<file path="src/hdl/tws_pkg.sv">
// Shared constants, states and pin carriers for the two-wire SAR sequencer.
// Assumes a 200 MHz system clock and open-drain bus pads outside the block.
package tws_pkg;
	// ==================================================================
	// Clocking
	localparam int         CLK_HZ    = 200_000_000;
	localparam int         OSC_HZ    = 4_000_000;
	localparam int         OSC_DIV   = CLK_HZ / OSC_HZ;
	localparam logic [5:0] OSC_LAST  = 6'(OSC_DIV - 1);
	localparam logic [5:0] OSC_RESET = 6'h00;
	// ==================================================================
	// Address and result format
	localparam logic [2:0]  ADDR_FIXED  = 3'h3;
	localparam logic [1:0]  SUB_BITS    = 2'h0;
	localparam logic [13:0] DAC_MSB     = 14'h2000;
	localparam logic [13:0] DAC_RESET   = 14'h0000;
	localparam logic [3:0]  SAR_MSB_IDX = 4'hD;
	localparam logic [15:0] OUT_RESET   = 16'h0000;
	// ==================================================================
	// Bit counter positions
	localparam logic [3:0] BIT_ZERO  = 4'h0;
	localparam logic [3:0] BIT_TRACK = 4'h7;
	localparam logic [3:0] BIT_ADDR  = 4'h8;
	localparam logic [3:0] BIT_LAST  = 4'h7;
	localparam logic [3:0] BIT_TX_TR = 4'h6;
	// ==================================================================
	// Types
	typedef enum logic [2:0] {
		ST_IDLE,
		ST_ADDR,
		ST_ACK_ADDR,
		ST_CONV,
		ST_TX,
		ST_ACK_RX
	} tws_state_e;

	typedef struct packed {
		logic scl;
		logic sda;
	} tws_line_s;
endpackage

</file>
<file path="src/hdl/tws_sequencer.sv">
// Two-wire slave and SAR sequencer for a 14-bit converter.
// Assumes open-drain pads resolved outside; the comparator, straps and
// bus lines are asynchronous and are synchronised here.
`timescale 1ns/100ps

// Function
// Straps give the low four address bits.
// Tied trim node forces external reference mode.
// Each conversion yields fourteen bits, sent serially.
// Free-running 4MHz tick drives SAR steps.
// Reset leaves the device shut down.
// Track during the two clocks before conversion.
// Hold except acquisition; hold during conversion.
// Pull clock line low while converting.
// Keep result internally; master reads after release.
// Master starts transfers and drives the clock.
// Upper address bits fixed at 011.
// Convert right after acknowledging our address.
// Two bytes, MSB first, repeat on acknowledge.
// Not-acknowledge with write bit clears internal reference.
// Result register stays stable until shifted out.
module tws_sequencer (
	input  wire logic              mclk_i,
	input  wire logic              rst_i,
	input  wire tws_pkg::tws_line_s bus_i,
	output tws_pkg::tws_line_s     bus_o,
	output tws_pkg::tws_line_s     bus_oe_o,
	input  wire logic [3:0]        addr_strap_i,
	input  wire logic              bandgap_trim_node_i,
	input  wire logic              comp_i,
	output logic                   th_track_o,
	output logic                   adc_powered_o,
	output logic                   ref_enable_o,
	output logic                   ref_buf_enable_o,
	output logic [13:0]            dac_code_o
);
	import tws_pkg::*;

	// ==================================================================
	// Synchronisers
	logic [7:0]  meta_reg, sync_reg, shin_reg;
	logic        scl_d_reg, sda_d_reg, byte_sel_reg, rw_reg, ack_reg;
	logic        sda_oe_reg, scl_oe_reg, track_reg, ref_on_reg;
	tws_state_e  state_reg;
	logic [3:0]  bitcnt_reg, sar_idx_reg;
	logic [5:0]  osc_cnt_reg;
	logic [13:0] dac_reg;
	logic [15:0] out_reg;
	// Only the second stage is ever read
	always_ff @(posedge mclk_i) begin
		meta_reg <= {comp_i, bandgap_trim_node_i, addr_strap_i, bus_i.sda, bus_i.scl};
		sync_reg <= meta_reg;
	end
	wire       scl_s   = sync_reg[0];
	wire       sda_s   = sync_reg[1];
	wire [3:0] strap_s = sync_reg[5:2];
	wire       ext_s   = sync_reg[6];
	wire       comp_s  = sync_reg[7];
	// Edge history of the synchronised lines
	always_ff @(posedge mclk_i) begin
		scl_d_reg <= scl_s;
		sda_d_reg <= sda_s;
	end
	// ==================================================================
	// Bus events and decode
	// Bus events follow the master's clock edges
	wire scl_rise  = scl_s & ~scl_d_reg;
	wire scl_fall  = ~scl_s & scl_d_reg;
	wire start_det = scl_s & scl_d_reg & sda_d_reg & ~sda_s;
	wire stop_det  = scl_s & scl_d_reg & ~sda_d_reg & sda_s;
	// Address compare: fixed upper bits, strap lower bits
	wire hit7 = (shin_reg[6:0] == {ADDR_FIXED, strap_s});
	wire hit8 = (shin_reg[7:1] == {ADDR_FIXED, strap_s});
	wire [3:0] bitcnt_p1 = bitcnt_reg + 4'h1;
	wire [3:0] tx_idx    = {byte_sel_reg, bitcnt_reg[2:0]};
	wire [3:0] tx_nidx   = {byte_sel_reg, bitcnt_p1[2:0]};
	// Index by complement walks the word from bit 15 down
	wire tx_next_bit = out_reg[~tx_nidx];
	// ==================================================================
	// Conversion clock and SAR step
	// Free divider, independent of the bus clock
	wire osc_tick = (osc_cnt_reg == OSC_LAST);
	always_ff @(posedge mclk_i) begin
		if (rst_i || osc_tick) begin
			osc_cnt_reg <= OSC_RESET;
		end else begin
			osc_cnt_reg <= osc_cnt_reg + 6'h01;
		end
	end
	wire [13:0] sar_mask  = 14'h0001 << sar_idx_reg;
	wire [13:0] sar_keep  = comp_s ? dac_reg : (dac_reg & ~sar_mask);
	wire [13:0] dac_next  = sar_keep | (sar_mask >> 1);
	wire        conv_last = (state_reg == ST_CONV) && osc_tick && (sar_idx_reg == BIT_ZERO);
	// ==================================================================
	// Sequencer
	// Start and stop override the case; both need SCL high, so neither
	// can land during conversion while SCL is held low.
	always_ff @(posedge mclk_i) begin
		if (rst_i) begin
			state_reg    <= ST_IDLE;
			bitcnt_reg   <= BIT_ZERO;
			shin_reg     <= 8'h00;
			byte_sel_reg <= 1'b0;
			rw_reg       <= 1'b0;
			ack_reg      <= 1'b0;
			sda_oe_reg   <= 1'b0;
			scl_oe_reg   <= 1'b0;
			track_reg    <= 1'b0;
			ref_on_reg   <= 1'b0;
			sar_idx_reg  <= SAR_MSB_IDX;
			dac_reg      <= DAC_RESET;
			out_reg      <= OUT_RESET;
		end else begin
			case (state_reg)
				ST_ADDR: begin
					if (scl_rise) begin
						shin_reg   <= {shin_reg[6:0], sda_s};
						bitcnt_reg <= bitcnt_p1;
					end
					if (scl_fall && bitcnt_reg == BIT_TRACK && hit7) begin
						track_reg <= 1'b1;
					end
					if (scl_fall && bitcnt_reg == BIT_ADDR) begin
						if (hit8) begin
							sda_oe_reg <= 1'b1;
							rw_reg     <= shin_reg[0];
							state_reg  <= ST_ACK_ADDR;
						end else begin
							track_reg <= 1'b0;
							state_reg <= ST_IDLE;
						end
					end
				end
				ST_ACK_ADDR: begin
					if (scl_fall) begin
						sda_oe_reg  <= 1'b0;
						track_reg   <= 1'b0;
						scl_oe_reg  <= 1'b1;
						ref_on_reg  <= 1'b1;
						dac_reg     <= DAC_MSB;
						sar_idx_reg <= SAR_MSB_IDX;
						state_reg   <= ST_CONV;
					end
				end
				ST_CONV: begin
					if (osc_tick) begin
						dac_reg     <= dac_next;
						sar_idx_reg <= sar_idx_reg - 4'h1;
					end
					// Result is loaded only here, then left alone
					if (conv_last) begin
						out_reg      <= {sar_keep, SUB_BITS};
						scl_oe_reg   <= 1'b0;
						sda_oe_reg   <= ~sar_keep[13];
						bitcnt_reg   <= BIT_ZERO;
						byte_sel_reg <= 1'b0;
						state_reg    <= ST_TX;
					end
				end
				ST_TX: begin
					if (scl_fall) begin
						if (byte_sel_reg && bitcnt_reg == BIT_TX_TR) begin
							track_reg <= 1'b1;
						end
						if (bitcnt_reg == BIT_LAST) begin
							sda_oe_reg <= 1'b0;
							state_reg  <= ST_ACK_RX;
						end else begin
							sda_oe_reg <= ~tx_next_bit;
							bitcnt_reg <= bitcnt_p1;
						end
					end
				end
				ST_ACK_RX: begin
					if (scl_rise) begin
						ack_reg <= ~sda_s;
					end
					if (scl_fall) begin
						if (ack_reg && !byte_sel_reg) begin
							byte_sel_reg <= 1'b1;
							bitcnt_reg   <= BIT_ZERO;
							sda_oe_reg   <= ~out_reg[7];
							state_reg    <= ST_TX;
						end else if (ack_reg) begin
							track_reg   <= 1'b0;
							scl_oe_reg  <= 1'b1;
							dac_reg     <= DAC_MSB;
							sar_idx_reg <= SAR_MSB_IDX;
							state_reg   <= ST_CONV;
						end else begin
							track_reg <= 1'b0;
							state_reg <= ST_IDLE;
							if (!ext_s && !rw_reg) begin
								ref_on_reg <= 1'b0;
							end
						end
					end
				end
				default: begin
				end
			endcase
			if (start_det) begin
				state_reg  <= ST_ADDR;
				bitcnt_reg <= BIT_ZERO;
				shin_reg   <= 8'h00;
				sda_oe_reg <= 1'b0;
				track_reg  <= 1'b0;
			end else if (stop_det) begin
				state_reg  <= ST_IDLE;
				sda_oe_reg <= 1'b0;
				track_reg  <= 1'b0;
			end
		end
	end
	// ==================================================================
	// Outputs
	// Open drain: the pads only ever pull low
	assign bus_o            = '0;
	assign bus_oe_o         = '{scl: scl_oe_reg, sda: sda_oe_reg};
	assign th_track_o       = track_reg;
	assign adc_powered_o    = track_reg | (state_reg == ST_CONV);
	// Tied trim node turns bandgap and buffer off
	assign ref_enable_o     = ref_on_reg & ~ext_s;
	assign ref_buf_enable_o = ref_on_reg & ~ext_s;
	assign dac_code_o       = dac_reg;
endmodule // tws_sequencer

</file>
<file path="config.mk">
export PLATFORM = sky130hd
export DESIGN_NAME = tws_sequencer
export DESIGN_NICKNAME = d
export VERILOG_FILES = /design/src/hdl/tws_pkg.sv /design/src/hdl/tws_sequencer.sv
export SDC_FILE = /design/constraint.sdc
export NUM_CORES = 1
export LEC_CHECK = 0
export ABC_AREA = 1
export ABC_CLOCK_PERIOD_IN_PS = 3880
export BUFFER_PORTS_ARGS = -buffer_cell sky130_fd_sc_hd__buf_2
export CORE_MARGIN = 1
export CORE_UTILIZATION = 64
export DETAILED_ROUTE_END_ITERATION = 12
export MAX_ROUTING_LAYER = met4
export PLACE_DENSITY_LB_ADDON = 0.2
export SLEW_MARGIN = 20
export SYNTH_ARGS = -nofsm -noshare
export SYNTH_HDL_FRONTEND = slang
export SYNTH_SLANG_ARGS = --single-unit
</file>
<file path="constraint.sdc">
create_clock -name mclk_i -period 3.88 [get_ports mclk_i]
set_clock_uncertainty 0.1 [all_clocks]
set_input_delay 0.194 -clock mclk_i [delete_from_list [all_inputs] [get_ports mclk_i]]
set_output_delay 0.194 -clock mclk_i [all_outputs]
set_load 0.02 [all_outputs]
</file>
Yosys cells after proc, flatten, opt, wreduce, memory -nomap -nowiden

Index checks and enable logic that the tools add are counted.

Flip-flop bits (word level): 78
Output and inout bits: 22
Logic and storage cells: 178

Add/sub/neg operators: 3
Magnitude comparators: 1
Eq/ne operators: 33
Shift-type cells: 1
Muxes and demuxes: 65
Bitwise operators: 21
Reduce and logical (&&, ||, !) cells: 35

Operators by type and width:

| cell                                                                   | number |
|---|---|
| 14-bit two-way mux                                                     | 6 |
| 4-bit two-way mux                                                      | 11 |
| 14-bit case mux with 3 select lines                                    | 1 |
| 2-bit != test (second input constant)                                  | 16 |
| 1-bit two-way mux                                                      | 29 |
| 4-bit != test (second input constant)                                  | 6 |
| 6-bit AND reduction                                                    | 4 |
| 3-bit two-way mux                                                      | 7 |
| 7-bit AND reduction                                                    | 3 |
| 4-bit case mux with 4 select lines                                     | 1 |
| 3-bit case mux with 5 select lines                                     | 1 |
| 14-bit AND                                                             | 1 |
| 7-bit by 6-bit equality test with 1-bit output                         | 2 |
| 14-bit NOT                                                             | 1 |
| 14-bit by 13-bit bitwise OR with 14-bit output                         | 1 |
| 1-bit by 4-bit << shifter with 14-bit output (first input constant)    | 1 |
| 4-bit case mux with 3 select lines                                     | 1 |
| 1-bit AND                                                              | 8 |
| 4-bit by 3-bit equality test with 1-bit output (second input constant) | 2 |
| 1-bit logical AND                                                      | 8 |
| 1-bit NOT                                                              | 8 |
| 8-bit AND reduction                                                    | 1 |
| 4-bit nonzero test                                                     | 2 |
| 7-bit nonzero test                                                     | 1 |
| 28 further kinds                                                       | 37 |

Depth between registers and ports, before layout

Depth after elaboration: 8
Gate-level depth with buffers: 13
Gate-level depth less buffers: 12

Least setup slack after synthesis

No wires, ideal clock.

Path kind: register to register
From: register sar_idx_reg[0]
To: register bitcnt_reg[2]
Setup time: 0.118 ns
Arrival: 1.609 ns
Required time: 3.662 ns
Path slack: 2.053 ns
Cell stages (with the launch flop): 10
Path buffers: 0
Cells stage by stage: dfxtp_1 -> inv_1 -> ha_1 -> nand3_1 -> o21ai_2 -> inv_1 -> nor2_1 -> nand2_1 -> nand2_1 -> a21oi_1

Longest elaborated chain between the ends: 4

RTL lines:

| element                       | line                 | source |
|---|---|---|
| start, declared               | tws_sequencer.sv:45  | `logic [3:0] bitcnt_reg, sar_idx_reg;` |
| start signal, assigned        | tws_sequencer.sv:148 | `sar_idx_reg <= sar_idx_reg - 4'h1;` |
| 4-bit logical NOT             | tws_sequencer.sv:93  | `wire conv_last = (state_reg == ST_CONV) && osc_tick && (sar_idx_reg == BIT_ZERO);` |
| 1-bit logical AND             | tws_sequencer.sv:93  |  |
| 2-bit != test (no line)       | --                   |  |
| 7-bit AND reduction (no line) | --                   |  |
| end signal, assigned          | tws_sequencer.sv:118 | `bitcnt_reg <= bitcnt_p1;` |
| end signal, assigned          | tws_sequencer.sv:170 | `bitcnt_reg <= bitcnt_p1;` |
| end, declared                 | tws_sequencer.sv:45  |  |

Every way passes these cells.
A chain may end at the register's enable or synchronous reset.

Worst setup path after layout

From: register state_reg[0]
To: register shin_reg[0]

Longest elaborated chain between the ends: 2

RTL lines:

| element                                        | line                 | source |
|---|---|---|
| start, declared                                | tws_sequencer.sv:44  | `tws_state_e state_reg;` |
| start signal, assigned                         | tws_sequencer.sv:100 | `state_reg <= ST_IDLE;` |
| start signal, assigned                         | tws_sequencer.sv:127 | `state_reg <= ST_ACK_ADDR;` |
| start signal, assigned                         | tws_sequencer.sv:130 | `state_reg <= ST_IDLE;` |
| 3-bit by 1-bit equality test with 1-bit output | tws_sequencer.sv:114 | `case (state_reg)` |
| 2-bit AND reduction (no line)                  | --                   |  |
| end signal, assigned                           | tws_sequencer.sv:117 | `shin_reg <= {shin_reg[6:0], sda_s};` |
| end, declared                                  | tws_sequencer.sv:41  | `logic [7:0] meta_reg, sync_reg, shin_reg;` |

Every way passes these cells.

==> implementation parameters <==
Parameter                              Value

Finish
  Most used cells in the layout excluding fill and tap cells    nand2_1, nor2_1, dfxtp_1, inv_1, a21oi_1
  Share of post-route cells with drive strength above 1    0.111
  Filler cell count    around 460
  Layout overhead on the synthesized area    10.4%
  Number of nets in the layout    590
  Most frequent standard cell in the layout excluding fill and tap cells    nand2_1
  Total inserted antenna cells    0

Power
  IR drop worst, VDD    ~0.00038 V
  Pwr per Cell Area    about 630 nW/um2
  Total Power Consumption    about 2.7 mW
  Static leakage power    between 1.5 and 2 nW

Route
  Detailed router's first-iteration violation count    between 200 and 250
  Average wire length per cell after detail routing    between 10 and 15 um
  Remaining antenna violation count    0
  Overall via count from detail_route    between 3,000 and 4,000
  Detailed-route vias per instance    between 5 and 6
  Number of search-and-repair iterations in the first detailed-routing pass    4
  Overall routed net length    just under 9000 um
  Post-route DRC    0

Worst setup path
  Endpoint required time on the critical path    4.01 ns
  Worst Setup End Kind    flip-flop
  Element type at the critical path start    flip-flop
  CP Data Arrival Time    around 2.4 ns
  Slowest CP cell    dfxtp_1
  Delay contributed by the slowest stage of the critical path    0.52 ns
  Buffers & Inverters on Critical Path    2
  Kind of cell adding the most delay to the critical path    simple AND/OR/NAND/NOR gates
  Worst path cell trace    nand2_1 > nor2_1 > inv_1 > nor2_1 > inv_1 > o21ai_0 > a21oi_1
  Crit Reg-Reg Startpoint    state_reg[0]
  Number of cell instances on the worst register-to-register path    7
  Critical path class    flip-flop to flip-flop
  Worst-path fanout max    11
  Register-to-register path setup slack    roughly 1.6 ns
  Worst reg2reg path endpoint    shin_reg[0]

Worst hold path
  Hold crit path type    input pin to flip-flop
  Worst hold path cell count    2
  Worst Hold Endpoint    rw_reg
  Worst min-delay path startpoint    rst_i

Timing
  Count of final max-slew check failures    0
  Worst slew pin tran    0.605 ns
  Upper clock frequency limit    approximately 0.44 GHz
  Slew HR    0.595
  Final min period    about 2.3 ns
  Final setup violation count    0
  Final number of hold-violating endpoints    0
  Final sum of negative setup slack    0 ns
  Setup repair after global routing missed its margin    no
  Hold slack final    0.0906 ns
  Part of the cycle the worst path needs    0.582

Global route
  Grt met1 use    0.347
  Peak-usage layer in the global routing report    met2
  Via count of the first global-routing pass    roughly 3,400
  Met3 track demand over resource    0.0583
  Largest net degree at the start of global routing    32
  Wire length of the first global-routing pass    between 10,000 and 15,000 um
  Initial antenna violation count    0
  Grt total ovfl    0
  Overall Global Routing Usage    0.308
  Met2 routing resource usage after global routing    0.530

Clock tree
  Number of H-tree branching levels    3
  CTS resizes    0
  Total CTS buffers    9
  Clock tree from TritonCTS    done
  Hold bufs inserted after CTS    8
  Max clock buf depth    2
  Clock slew seen by the registers of the worst setup and hold paths    ~0.080 ns
  Post-CTS Setup Inserts    0
  Clock latency of the later-clocked register in the worst-skew pair    roughly 0.34 ns
  CTS root buf    clkbuf_8
  Clock Sink Count    78

Synthesis
  Count of mapped cells out of synthesis    539
  Sequential element share of the synthesized area    0.403
  Post-Synthesis Mean Instance Area    between 7 and 8 um2
  Library cell with the largest summed area after synthesis    dfxtp_1
  Leading cell types by total area after synthesis    dfxtp_1, nand2_1, nor2_1
  Top FF cell, synth    dfxtp_1
  Fraction of synthesis flops using an asynchronous set or reset pin    0
  Cell area after synthesis    just under 4000 um2
  Post-synthesis sequential element count    78
  Share of the synthesized area in the top cell type    0.403
  Yosys cell types    44
  Post-synth EDFFs    0
  Yosys warning count    0

Floorplan
  Die Footprint    between 6000 and 7000 um2
  Die boundary width    roughly 80 um
  Chip Height    between 70 and 80 um
  Floorplan row count    27
  Core region area    roughly 5700 um2
  I/O pin total    32
  Initial Util    0.683

Flow run
  Number of violations of the max-capacitance limit    0

Outcome
  Run status    finished, final reports clean

Place
  HPWL after DPL    between 6000 and 7000 um
  Gp weighted congestion    1.01
  Count of port buffers added during placement    29
-- kinds of logic (layout without fill, tap and decap cells) --
kind of cell,Yosys count,count (layout),synth area share
AND/OR/NAND/NOR,239,239,0.274
AO/OA/AOI/OAI,111,111,0.163
buffers and inverters,91,125,0.106
flip-flops,78,78,0.403
adder cells (fa/ha/maj),11,11,0.0355
XOR/XNOR,8,8,0.0181
other,1,2,0.000967
-- routing by layer --
metal | part of all wire | vias to the layer above
met5 | 0 | -
met4 | 0.032 | 0
met3 | 0.047 | 31
met2 | 0.50 | 133
met1 | 0.42 | 1670
li1 | - | 1794
-- per-stage QoR --
stage / cells / util / setup WS [ns] / cell area (um2)
floorplan: 540 / - / 2.05 / 3880
global placement: 622 / 0.702 / 1.75 / 3990
detailed placement: 622 / 0.702 / 1.65 / 3990
CTS: 646 / 0.754 / 1.61 / 4280
global route: 646 / 0.754 / 1.37 / 4280
finish: 646 / 0.754 / 1.62 / 4280
-- worst max path at each step --
stage          slack (ns)            from  depth (start not counted)             to
2_1_floorplan        2.05  sar_idx_reg[0]                          9  bitcnt_reg[2]
3_3_place_gp         1.75  sar_idx_reg[0]                          7     out_reg[9]
3_5_place_dp         1.65    state_reg[0]                          7    shin_reg[0]
4_1_cts              1.61    state_reg[0]                          7    shin_reg[0]
5_1_grt              1.37    state_reg[0]                          7    shin_reg[0]
6_report             1.62    state_reg[0]                          7    shin_reg[0]
-- Yosys cell counts, drive strengths merged (3+ instances only) --
master / instances
nor3: 12
nand2: 96
xnor2: 3
dfxtp: 78
nand4: 6
a21oi: 38
clkbuf: 7
nor2: 86
a21boi: 7
o211ai: 3
inv: 72
buf: 12
ha: 11
xor2: 5
a31oi: 3
a211oi: 5
nand3: 33
o21ai: 50
-- where the power goes --
group | switching, mW | internal (mW) | leakage (nW)
combinational | 0.630 | 0.330 | 1.16
sequential | 0.149 | 0.940 | 0.639
clock | 0.295 | 0.361 | 0.106
-- cell type report --
type | count | area, um2 | share of cell area
repair buffers | 37 | 225 | 0.0526
inverters | 72 | 280 | 0.0655
well taps | 72 | 90.1 | 0.0210
clock inverters | 6 | 86.3 | 0.0202
multi-input cells | 371 | 1910 | 0.446
flip-flops and latches | 78 | 1560 | 0.365
clock buffers | 10 | 128 | 0.0298
No activity file was read; power rests on OpenSTA's default activity.
